==> src/inc/ugpfm_pkg.sv <==
// constants, modes and carriers of the pin-function mux
// assumes a 32-bit classic wishbone register bus
package ugpfm_pkg;
   localparam int NPINS = 9;
   localparam int ALT_BIT = 7;
   localparam int RTS_BIT = 1;
   // register byte offsets
   localparam logic [7:0] OFS_PIN_MODE = 8'h00;
   localparam logic [7:0] OFS_PIN_OUT  = 8'h04;
   localparam logic [7:0] OFS_PIN_IN   = 8'h08;
   localparam logic [7:0] OFS_TX_SYNC  = 8'h0c;
   localparam logic [7:0] OFS_SECOND_TIMER_CONTROL   = 8'h10;
   localparam logic [7:0] OFS_CLK_SRC  = 8'h14;
   localparam logic [7:0] OFS_IRQ_STAT = 8'h18;
   localparam logic [7:0] OFS_IRQ_MASK = 8'h1c;
   localparam logic [7:0] OFS_CTS_STAT = 8'h20;
   localparam logic [7:0] OFS_LINE_CTL = 8'h24;
   // pins that carry the alternate signals
   localparam logic [8:0] REFCLK_PINS = 9'h111;
   localparam logic [8:0] TIMER_PINS  = 9'h022;
   // reset values
   localparam logic [31:0] RST_ZERO = 32'h0000_0000;
   localparam logic [7:0]  RST_LCR  = 8'h02;
   typedef enum logic [1:0]
   {
      MODE_INPUT = 2'h0,
      MODE_PUSH  = 2'h1,
      MODE_DRAIN = 2'h2,
      MODE_EVENT = 2'h3
   } ugpfm_mode_e;
   typedef struct packed
   {
      logic [7:0]  adr;
      logic        we;
      logic [3:0]  sel;
      logic [31:0] dat;
   } ugpfm_wb_req_s;
   typedef struct packed
   {
      ugpfm_mode_e mode;
      logic        level;
      logic        alt_en;
      logic        alt_val;
   } ugpfm_pin_cfg_s;
endpackage

==> src/hw/ugpfm_top.sv <==
// pin-function mux for general pins and uart flow-control pins
// assumes a classic wishbone master and synchronous pin levels
// Summary of operation
// each general pin is input, push-pull, open-drain or event source
// transmit sync bit 7 puts reference clock on pins 0, 4, 8
// second timer bit 7 puts timer output on pins 1 and 5
// each request-to-send pin level is set by a line control bit
// clock source bit 7 puts uart clock on request-to-send pins
// each clear-to-send input is a flow-control status input
// each uart has one receive input and one transmit output
// interrupt output asserted low while any unmasked event pends
// with selection bit 0 the pin keeps its normal function
//
// The Wishbone interface to the registers and the register offsets were left to the implementer.
`timescale 1ns/1ps
module ugpfm_top
   import ugpfm_pkg::*;
#(
   parameter int NUART = 2
)
(
   input  wire logic             clk_i,
   input  wire logic             rst_i,
   input  wire logic             cyc_i,
   input  wire logic             stb_i,
   input  wire logic             we_i,
   input  wire logic [7:0]       adr_i,
   input  wire logic [3:0]       sel_i,
   input  wire logic [31:0]      dat_i,
   output logic                  ack_o,
   output logic [31:0]           dat_o,
   input  wire logic             ref_clk_i,
   input  wire logic             timer_i,
   input  wire logic [NUART-1:0] uart_clk_i,
   input  wire logic [NPINS-1:0] gpio_i,
   output logic [NPINS-1:0]      gpio_o,
   output logic [NPINS-1:0]      gpio_oe_o,
   output logic [NUART-1:0]      rts_n_o,
   input  wire logic [NUART-1:0] cts_n_i,
   output logic [NUART-1:0]      uart_cts_n_o,
   input  wire logic [NUART-1:0] rx_i,
   output logic [NUART-1:0]      uart_rxd_o,
   input  wire logic [NUART-1:0] uart_txd_i,
   output logic [NUART-1:0]      tx_o,
   output logic                  irq_n_o,
   output logic                  irq_oe_o
);
   localparam int STW = NPINS + NUART;

   ugpfm_wb_req_s           req;
   logic                    wr;
   logic                    rd;
   logic [31:0]             rdata;
   logic [2*NPINS-1:0]      mode_q;
   logic [NPINS-1:0]        out_q;
   logic [7:0]              txs_q;
   logic [7:0]              tmr2_q;
   logic [7:0]              clks_q;
   logic [7:0]              lcr_q [NUART];
   logic [STW-1:0]          stat_q;
   logic [STW-1:0]          mask_q;
   logic [STW-1:0]          ev;
   logic [NPINS-1:0]        lvl;
   logic [NPINS-1:0]        pev;
   logic [NUART-1:0]        cts_q;
   logic [NUART-1:0]        cts_ev;
   logic                    rd_stat;

   // bus request carried as one struct
   assign req.adr = adr_i;
   assign req.we  = we_i;
   assign req.sel = sel_i;
   assign req.dat = dat_i;

   // byte-lane merge of a write into an old value
   function automatic logic [31:0] merge
   (
      input logic [31:0] old,
      input logic [31:0] nw,
      input logic [3:0]  sel
   );
      logic [31:0] m;
      m = {{8{sel[3]}}, {8{sel[2]}}, {8{sel[1]}}, {8{sel[0]}}};
      return (old & ~m) | (nw & m);
   endfunction

   // bus handshake
   ugpfm_wb_slave u_wb
   (
      .clk_i   (clk_i),
      .rst_i   (rst_i),
      .cyc_i   (cyc_i),
      .stb_i   (stb_i),
      .we_i    (req.we),
      .rdata_i (rdata),
      .ack_o   (ack_o),
      .dat_o   (dat_o),
      .wr_o    (wr),
      .rd_o    (rd)
   );

   // pin mode and output level registers
   always_ff @(posedge clk_i)
   begin
      if (rst_i)
      begin
         mode_q <= RST_ZERO[2*NPINS-1:0];
         out_q  <= RST_ZERO[NPINS-1:0];
      end
      else if (wr && req.adr == OFS_PIN_MODE)
         mode_q <= (2*NPINS)'(merge(32'(mode_q), req.dat, req.sel));
      else if (wr && req.adr == OFS_PIN_OUT)
         out_q <= NPINS'(merge(32'(out_q), req.dat, req.sel));
   end

   // alternate function selection registers
   always_ff @(posedge clk_i)
   begin
      if (rst_i)
      begin
         txs_q  <= RST_ZERO[7:0];
         tmr2_q <= RST_ZERO[7:0];
         clks_q <= RST_ZERO[7:0];
      end
      else if (wr && req.sel[0])
      begin
         if (req.adr == OFS_TX_SYNC)
            txs_q <= req.dat[7:0];
         if (req.adr == OFS_SECOND_TIMER_CONTROL)
            tmr2_q <= req.dat[7:0];
         if (req.adr == OFS_CLK_SRC)
            clks_q <= req.dat[7:0];
      end
   end

   // interrupt mask register
   always_ff @(posedge clk_i)
   begin
      if (rst_i)
         mask_q <= RST_ZERO[STW-1:0];
      else if (wr && req.adr == OFS_IRQ_MASK)
         mask_q <= STW'(merge(32'(mask_q), req.dat, req.sel));
   end

   // per general pin: cell with mode and alternate routing
   for (genvar i = 0; i < NPINS; i++)
   begin : g_pin
      ugpfm_pin_cfg_s cfg;
      assign cfg.mode    = ugpfm_mode_e'(mode_q[2*i +: 2]);
      assign cfg.level   = out_q[i];
      assign cfg.alt_en  = (REFCLK_PINS[i] & txs_q[ALT_BIT])
                         | (TIMER_PINS[i] & tmr2_q[ALT_BIT]); // see see
      assign cfg.alt_val = REFCLK_PINS[i] ? ref_clk_i : timer_i;
      ugpfm_pin_cell u_cell
      (
         .clk_i    (clk_i),
         .rst_i    (rst_i),
         .cfg_i    (cfg),
         .pin_i    (gpio_i[i]),
         .pin_o    (gpio_o[i]),
         .pin_oe_o (gpio_oe_o[i]),
         .level_o  (lvl[i]),
         .event_o  (pev[i])
      );
   end

   // per uart: line control, rts, cts, serial data
   for (genvar c = 0; c < NUART; c++)
   begin : g_uart
      localparam logic [7:0] OFS = 8'(OFS_LINE_CTL + 4 * c);
      always_ff @(posedge clk_i)
      begin
         if (rst_i)
            lcr_q[c] <= RST_LCR;
         else if (wr && req.sel[0] && req.adr == OFS)
            lcr_q[c] <= req.dat[7:0];
      end
      // rts: software level or uart clock when selected
      always_ff @(posedge clk_i)
      begin
         if (rst_i)
            rts_n_o[c] <= RST_LCR[RTS_BIT];
         else if (clks_q[ALT_BIT])
            rts_n_o[c] <= uart_clk_i[c];
         else
            rts_n_o[c] <= lcr_q[c][RTS_BIT]; // see
      end
      // pin stage toward the uart core and the line
      always_ff @(posedge clk_i)
      begin
         if (rst_i)
         begin
            cts_q[c]        <= 1'b1;
            uart_cts_n_o[c] <= 1'b1;
            uart_rxd_o[c]   <= 1'b1;
            tx_o[c]         <= 1'b1;
         end
         else
         begin
            cts_q[c]        <= cts_n_i[c];
            uart_cts_n_o[c] <= cts_n_i[c];
            uart_rxd_o[c]   <= rx_i[c];
            tx_o[c]         <= uart_txd_i[c];
         end
      end
      assign cts_ev[c] = cts_q[c] != cts_n_i[c];
   end

   // event vector: pin events low, cts changes high
   assign ev      = {cts_ev, pev};
   assign rd_stat = rd && req.adr == OFS_IRQ_STAT;

   // sticky status, a read clears only the bits it returned, a new event wins
   always_ff @(posedge clk_i)
   begin
      if (rst_i)
         stat_q <= RST_ZERO[STW-1:0];
      else
         stat_q <= (stat_q & ~(rd_stat ? dat_o[STW-1:0] : '0)) | ev;
   end

   // open-drain interrupt, drives low while pending
   always_ff @(posedge clk_i)
   begin
      if (rst_i)
      begin
         irq_n_o  <= 1'b0;
         irq_oe_o <= 1'b0;
      end
      else
      begin
         irq_n_o  <= 1'b0;
         irq_oe_o <= |(stat_q & mask_q);
      end
   end

   // read data mux, unmapped reads as zero
   always_comb
   begin
      rdata = RST_ZERO;
      unique case (req.adr)
         OFS_PIN_MODE: rdata[2*NPINS-1:0] = mode_q;
         OFS_PIN_OUT:  rdata[NPINS-1:0]   = out_q;
         OFS_PIN_IN:   rdata[NPINS-1:0]   = lvl;
         OFS_TX_SYNC:  rdata[7:0]         = txs_q;
         OFS_SECOND_TIMER_CONTROL:   rdata[7:0]         = tmr2_q;
         OFS_CLK_SRC:  rdata[7:0]         = clks_q;
         OFS_IRQ_STAT: rdata[STW-1:0]     = stat_q;
         OFS_IRQ_MASK: rdata[STW-1:0]     = mask_q;
         OFS_CTS_STAT: rdata[NUART-1:0]   = cts_q;
         default:
         begin
            for (int k = 0; k < NUART; k++)
               if (req.adr == 8'(OFS_LINE_CTL + 4 * k))
                  rdata[7:0] = lcr_q[k];
         end
      endcase
   end

   // reference clock reaches pin 0 one cycle later
   a_refclk_route: assert property (@(posedge clk_i) disable iff (rst_i)
      txs_q[ALT_BIT] && $stable(txs_q) |=> gpio_o[0] == $past(ref_clk_i) && gpio_oe_o[0])
      else $error("reference clock not on pin 0");

   // timer reaches pin 5 one cycle later
   a_timer_route: assert property (@(posedge clk_i) disable iff (rst_i)
      tmr2_q[ALT_BIT] && $stable(tmr2_q) |=> gpio_o[5] == $past(timer_i) && gpio_oe_o[5])
      else $error("timer output not on pin 5");

   // push-pull pin 2 follows its level
   a_push_pull: assert property (@(posedge clk_i) disable iff (rst_i)
      mode_q[5:4] == MODE_PUSH && $stable(mode_q) |=> gpio_oe_o[2] && gpio_o[2] == $past(out_q[2]))
      else $error("push-pull pin 2 wrong");

   // open-drain pin 3 only ever pulls low
   a_open_drain: assert property (@(posedge clk_i) disable iff (rst_i)
      mode_q[7:6] == MODE_DRAIN && $stable(mode_q) |=> !gpio_o[3] && gpio_oe_o[3] == !$past(out_q[3]))
      else $error("open-drain pin 3 wrong");

   // rts follows line control when clock is not selected
   a_rts_level: assert property (@(posedge clk_i) disable iff (rst_i)
      !clks_q[ALT_BIT] |=> rts_n_o[0] == $past(lcr_q[0][RTS_BIT]))
      else $error("rts level not from line control");

   // rts carries the uart clock when selected
   a_rts_clock: assert property (@(posedge clk_i) disable iff (rst_i)
      clks_q[ALT_BIT] |=> rts_n_o[0] == $past(uart_clk_i[0]))
      else $error("rts not carrying uart clock");

   // cts status mirrors the pin with one cycle delay
   a_cts_status: assert property (@(posedge clk_i) disable iff (rst_i)
      ##1 cts_q == $past(cts_n_i) && uart_cts_n_o == $past(cts_n_i))
      else $error("cts status lags wrongly");

   // serial data passes one cycle late
   a_serial_pass: assert property (@(posedge clk_i) disable iff (rst_i)
      ##1 tx_o == $past(uart_txd_i) && uart_rxd_o == $past(rx_i))
      else $error("serial data path wrong");

   // an unmasked event asserts interrupt within two cycles
   a_irq_assert: assert property (@(posedge clk_i) disable iff (rst_i)
      |(ev & mask_q) && $stable(mask_q) |-> ##[1:2] irq_oe_o && !irq_n_o)
      else $error("interrupt not asserted");

   // with the timer selector clear pin 1 keeps its mode
   a_no_alt: assert property (@(posedge clk_i) disable iff (rst_i)
      !tmr2_q[ALT_BIT] && mode_q[3:2] == MODE_INPUT |=> !gpio_oe_o[1])
      else $error("pin 1 driven with selector clear");

   // ack lasts exactly one cycle
   a_ack_pulse: assert property (@(posedge clk_i) disable iff (rst_i)
      ack_o |=> !ack_o)
      else $error("ack held longer than one cycle");

   // a fresh request is answered in the next cycle
   a_ack_timing: assert property (@(posedge clk_i) disable iff (rst_i)
      cyc_i && stb_i && !ack_o |=> ack_o)
      else $error("request not acknowledged");

   // reference clock also reaches pin 8
   a_refclk_pin8: assert property (@(posedge clk_i) disable iff (rst_i)
      txs_q[ALT_BIT] && $stable(txs_q) |=> gpio_o[8] == $past(ref_clk_i) && gpio_oe_o[8])
      else $error("reference clock not on pin 8");

   // an input pin with no alternate function is not driven
   a_input_undriven: assert property (@(posedge clk_i) disable iff (rst_i)
      mode_q[1:0] == MODE_INPUT && !txs_q[ALT_BIT] |=> !gpio_oe_o[0])
      else $error("input pin 0 driven");

   // a status bit stays set until a status read
   a_stat_sticky: assert property (@(posedge clk_i) disable iff (rst_i)
      !rd_stat |=> (stat_q & $past(stat_q)) == $past(stat_q))
      else $error("status bit lost without a read");

   // an event is recorded even when a read clears in that cycle
   a_event_wins: assert property (@(posedge clk_i) disable iff (rst_i)
      (|ev) |=> (stat_q & $past(ev)) == $past(ev))
      else $error("event lost against status clear");

   // no pending unmasked status releases the interrupt
   a_irq_release: assert property (@(posedge clk_i) disable iff (rst_i)
      !(|(stat_q & mask_q)) |=> !irq_oe_o)
      else $error("interrupt held without pending status");
endmodule

==> src/hw/ugpfm_wb_slave.sv <==
// classic wishbone slave handshake for the mux registers
// assumes the master holds its request until it sees ack
`timescale 1ns/1ps
module ugpfm_wb_slave
   import ugpfm_pkg::*;
(
   input  wire logic        clk_i,
   input  wire logic        rst_i,
   input  wire logic        cyc_i,
   input  wire logic        stb_i,
   input  wire logic        we_i,
   input  wire logic [31:0] rdata_i,
   output logic             ack_o,
   output logic [31:0]      dat_o,
   output logic             wr_o,
   output logic             rd_o
);
   logic ack_q;
   logic req;

   // request seen and not yet answered
   assign req = cyc_i & stb_i & ~ack_q;

   // ack one cycle after the request, dropped next cycle
   always_ff @(posedge clk_i)
   begin
      if (rst_i)
         ack_q <= 1'b0;
      else
         ack_q <= req;
   end

   // read data latched when the request is taken
   always_ff @(posedge clk_i)
   begin
      if (rst_i)
         dat_o <= RST_ZERO;
      else if (req)
         dat_o <= we_i ? RST_ZERO : rdata_i;
   end

   // commit strobes fall on the edge the master sees ack
   assign ack_o = ack_q;
   assign wr_o  = ack_q & cyc_i & stb_i & we_i;
   assign rd_o  = ack_q & cyc_i & stb_i & ~we_i;
endmodule

==> src/hw/ugpfm_pin_cell.sv <==
// one general pin: drive, open drain, input or event source
// assumes the pin level arrives synchronous to clk_i
`timescale 1ns/1ps
module ugpfm_pin_cell
   import ugpfm_pkg::*;
(
   input  wire logic           clk_i,
   input  wire logic           rst_i,
   input  wire ugpfm_pin_cfg_s cfg_i,
   input  wire logic           pin_i,
   output logic                pin_o,
   output logic                pin_oe_o,
   output logic                level_o,
   output logic                event_o
);
   // output stage, alternate signal overrides the mode
   always_ff @(posedge clk_i)
   begin
      if (rst_i)
      begin
         pin_o    <= 1'b0;
         pin_oe_o <= 1'b0;
      end
      else if (cfg_i.alt_en)
      begin
         pin_o    <= cfg_i.alt_val;
         pin_oe_o <= 1'b1;
      end
      else
      begin
         unique case (cfg_i.mode)
            MODE_PUSH:
            begin
               pin_o    <= cfg_i.level;
               pin_oe_o <= 1'b1;
            end
            MODE_DRAIN:
            begin
               pin_o    <= 1'b0;
               pin_oe_o <= ~cfg_i.level; // pull low only
            end
            MODE_INPUT, MODE_EVENT:
            begin
               pin_o    <= 1'b0;
               pin_oe_o <= 1'b0;
            end
         endcase
      end
   end

   // input sample and change detect for event mode
   always_ff @(posedge clk_i)
   begin
      if (rst_i)
      begin
         level_o <= 1'b0;
         event_o <= 1'b0;
      end
      else
      begin
         level_o <= pin_i;
         event_o <= (cfg_i.mode == MODE_EVENT) & (pin_i != level_o);
      end
   end
endmodule

==> config.mk <==
export PLATFORM = sky130hd
export DESIGN_NAME = ugpfm_top
export DESIGN_NICKNAME = d
export VERILOG_FILES = /design/src/inc/ugpfm_pkg.sv /design/src/hw/ugpfm_top.sv /design/src/hw/ugpfm_wb_slave.sv /design/src/hw/ugpfm_pin_cell.sv
export SDC_FILE = /design/constraint.sdc
export NUM_CORES = 1
export LEC_CHECK = 0
export ABC_AREA = 1
export BUFFER_PORTS_ARGS = -buffer_cell sky130_fd_sc_hd__buf_2
export CAP_MARGIN = 0
export CORE_UTILIZATION = 50
export DETAILED_ROUTE_END_ITERATION = 10
export PLACE_DENSITY = 0.76
export SETUP_SLACK_MARGIN = 0.2
export SLEW_MARGIN = 20
export SYNTH_ARGS = -nofsm -noshare
export SYNTH_HDL_FRONTEND = slang
export SYNTH_SLANG_ARGS = --single-unit
==> constraint.sdc <==
create_clock -name clk_i -period 4.3 [get_ports clk_i]
set_input_delay 0.645 -clock clk_i [delete_from_list [all_inputs] [get_ports clk_i]]
set_output_delay 0.645 -clock clk_i [all_outputs]
set_load 0.1 [all_outputs]
==> impl_metrics.env <==
export IMPL_leakage_nw=3.47
export IMPL_wire_per_inst_microns=15.8
export IMPL_ys_seq_area_share_pct=46.1
export IMPL_p_per_area_nw_per_um2=389
export IMPL_setup_viol=0
export IMPL_r2r_start="u_wb.ack_o"
export IMPL_cts_tree="built"
export IMPL_gp_congestion=0.938
export IMPL_ctsLongestPathBuffers=2
export IMPL_slowest_stage="nor2_1"
export IMPL_firstDrtPassIters=6
export IMPL_grt_util_met1_pct=35.4
export IMPL_synth_seq_cells=153
export IMPL_cp_end_kind="register"
export IMPL_setup_tns_ns=0
export IMPL_dieWidth_microns=120
export IMPL_synth_most_common_cell="nand2_1"
export IMPL_synthTopCellsByArea="dfxtp_1 39%, nand2_1 9.4%, a21oi_1 7.3%"
export IMPL_period_share_pct=56.9
export IMPL_grtUsageMet3_pct=5.66
export IMPL_top_usage_layer="met2"
export IMPL_cp_max_fo=12
export IMPL_yosysWarnings=0
export IMPL_synthCells=901
export IMPL_synth_edf_count=16
export IMPL_min_to="tx_o[0]"
export IMPL_synth_xor_area_share_pct=0.251
export IMPL_first_global_vias=5616
export IMPL_cap_violations=0
export IMPL_drtIter0Drc=725
export IMPL_netlist_area_sq_um=6990
export IMPL_netlist_top_cells_count="175 x nand2_1, 137 x dfxtp_1, 102 x a21oi_1"
export IMPL_crit_family="simple AND/OR/NAND/NOR gates"
export IMPL_via_per_inst=5.37
export IMPL_layout_drive_gt1_share_pct=18.4
export IMPL_hp_start="uart_txd_i[0]"
export IMPL_synth_top_family_by_area="simple AND/OR/NAND/NOR gates"
export IMPL_hold_viol=0
export IMPL_row_count=42
export IMPL_worstPathRequired_ns=4.59
export IMPL_critPathKind="input port to register"
export IMPL_status="finished clean"
export IMPL_crit_top_cell="nand2_1"
export IMPL_cts_hold_buf=0
export IMPL_critical_path_max_stage_delay_ns=0.61
export IMPL_port_buffer_count=98
export IMPL_die_height_microns=120
export IMPL_reg2reg_depth=4
export IMPL_vias=6227
export IMPL_dieArea_sq_um=14500
export IMPL_htreeDepth=4
export IMPL_crit_arrival_ns=2.74
export IMPL_fill_cells=1234
export IMPL_cts_made_buffers=17
export IMPL_clk_pin_slew_ns=0.06
export IMPL_timing_final_max_slew_violations=0
export IMPL_met2_usage_pct=40.2
export IMPL_drc=0
export IMPL_ctsRootBufferMaster="clkbuf_16"
export IMPL_relSlewSlack_pct=23.7
export IMPL_wl_microns=18400
export IMPL_timing_fmax_mhz=409
export IMPL_grt_start_max_net_pins=75
export IMPL_ant_nets=0
export IMPL_tightest_slew_ns=1.13
export IMPL_gr_total_overflow=0
export IMPL_synthDistinctLibCells=36
export IMPL_finalNetCount=1060
export IMPL_crit_path_start_kind="input port"
export IMPL_clock_sinks=153
export IMPL_whs_ns=0.406
export IMPL_synth_compound_area_share_pct=14.0
export IMPL_vdd_ir_drop_max_mv=0.337
export IMPL_rrSetupSlack_ns=2.06
export IMPL_r2r_end="lcr_q[0][4]"
export IMPL_yosys_area_top_type_share_pct=39.2
export IMPL_synth_main_ff_cell="dfxtp_1"
export IMPL_initial_utilization_pct=52.0
export IMPL_cts_setup_buffers=0
export IMPL_yosys_area_share_adder_pct=4.12
export IMPL_synthMuxAreaShare_pct=0
export IMPL_crit_buf_inv=3
export IMPL_min_period_ns=2.45
export IMPL_hp_class="input port to register"
export IMPL_synth_area_per_cell_sq_um=7.76
export IMPL_antenna_found_initial=1
export IMPL_rsz0062_at_grt="false"
export IMPL_boundaryPins=129
export IMPL_cts_resized=0
export IMPL_clk_insertion_delay_late_ns=0.42
export IMPL_core_sq_um=13500
export IMPL_area_growth_pct=13.4
export IMPL_grt_util_all_layers_pct=25.9
export IMPL_hpwl_microns=12600
export IMPL_whs_path_depth=2
export IMPL_synth_simple_area_share_pct=25.3
export IMPL_async_flop_share_pct=0
export IMPL_skew_ns=0.00821
export IMPL_grt_pass1_wl_microns=28600
export IMPL_path_cells="buf_2 -> inv_1 -> nand2_1 -> nor2_1 -> nand2_1 -> inv_1 -> nand2_1 -> nand2_1 -> nand4_1 -> nand3_1 -> a21oi_1"
export IMPL_yosysTopAreaCell="dfxtp_1"
-- worst reg2reg max path: cells and delay by family (launching register included) --
family / cells / cell delay, ns
compound gates: 1 / 0.94
flops: 1 / 0.35
simple gates: 3 / 0.56
-- through the flow --
step	utilization, %	power, mW	cells	cell area [sq um]	worst slack, ns
floorplan	-	1.65	915	7040	1.64
global placement	54.7	1.70	1126	7360	1.52
detailed placement	54.7	1.70	1126	7360	1.46
CTS	58.9	3.09	1158	7920	1.89
global route	58.9	3.17	1159	7920	1.61
finish	58.9	3.09	1159	7920	1.85
-- per-layer routing --
metal	wire length [microns]	vias to the layer above
li1	-	3042
met1	8200	2869
met2	8270	282
met3	1500	34
met4	394	0
met5	0	-
-- layout by cell type, fill, tap and decap left out, drive strengths merged, types with 3 or more instances in the layout --
master / count
nand4: 8
nor2: 108
a21oi: 103
nand3: 67
ha: 23
o21ai: 77
conb: 15
buf: 101
nand2: 186
o211ai: 3
edfxtp: 16
dfxtp: 137
a22o: 3
clkbuf: 22
clkinvlp: 3
clkinv: 5
inv: 80
nor3: 6
or2: 6
nor4: 7
-- worst max-delay path by stage --
stage	from	endpoint	cells after the start
floorplan	u_wb.ack_o	lcr_q[0][0]	4
global placement	adr_i[4]	u_wb.dat_o[7]	11
detailed placement	adr_i[6]	u_wb.dat_o[4]	11
CTS	adr_i[6]	u_wb.dat_o[4]	11
global route	adr_i[4]	u_wb.dat_o[4]	11
finish	adr_i[4]	u_wb.dat_o[4]	11
-- cell type report --
| cell class | count | area, sq um | share of cell area [%] |
|---|---|---|---|
| sequential | 153 | 3220 | 40.7 |
| multi-input combinational | 618 | 3110 | 39.3 |
| timing repair buffer | 101 | 513 | 6.47 |
| clock buffer | 22 | 494 | 6.24 |
| inverter | 78 | 293 | 3.69 |
| tap | 176 | 220 | 2.78 |
| clock inverter | 10 | 66.3 | 0.837 |
| antenna | 1 | 2.50 | 0.0316 |
-- power breakdown --
part / internal, mW / total [mW] / switching [mW]
Sequential: 1.45 / 1.46 / 0.00883
Combinational: 0.0396 / 0.212 / 0.172
Clock: 0.813 / 1.41 / 0.597
Total: 2.31 / 3.09 / 0.778
-- logic make-up (layout without fill, tap and decap cells) --
logic type / Yosys count / after routing
AND/OR/NAND/NOR: 389 / 389
AO/OA/AOI/OAI: 189 / 189
flip-flops: 153 / 153
buffers and inverters: 144 / 211
adder cells (fa/ha/maj): 23 / 23
XOR/XNOR: 2 / 2
other: 1 / 16
(Power assumes the default switching activity.)
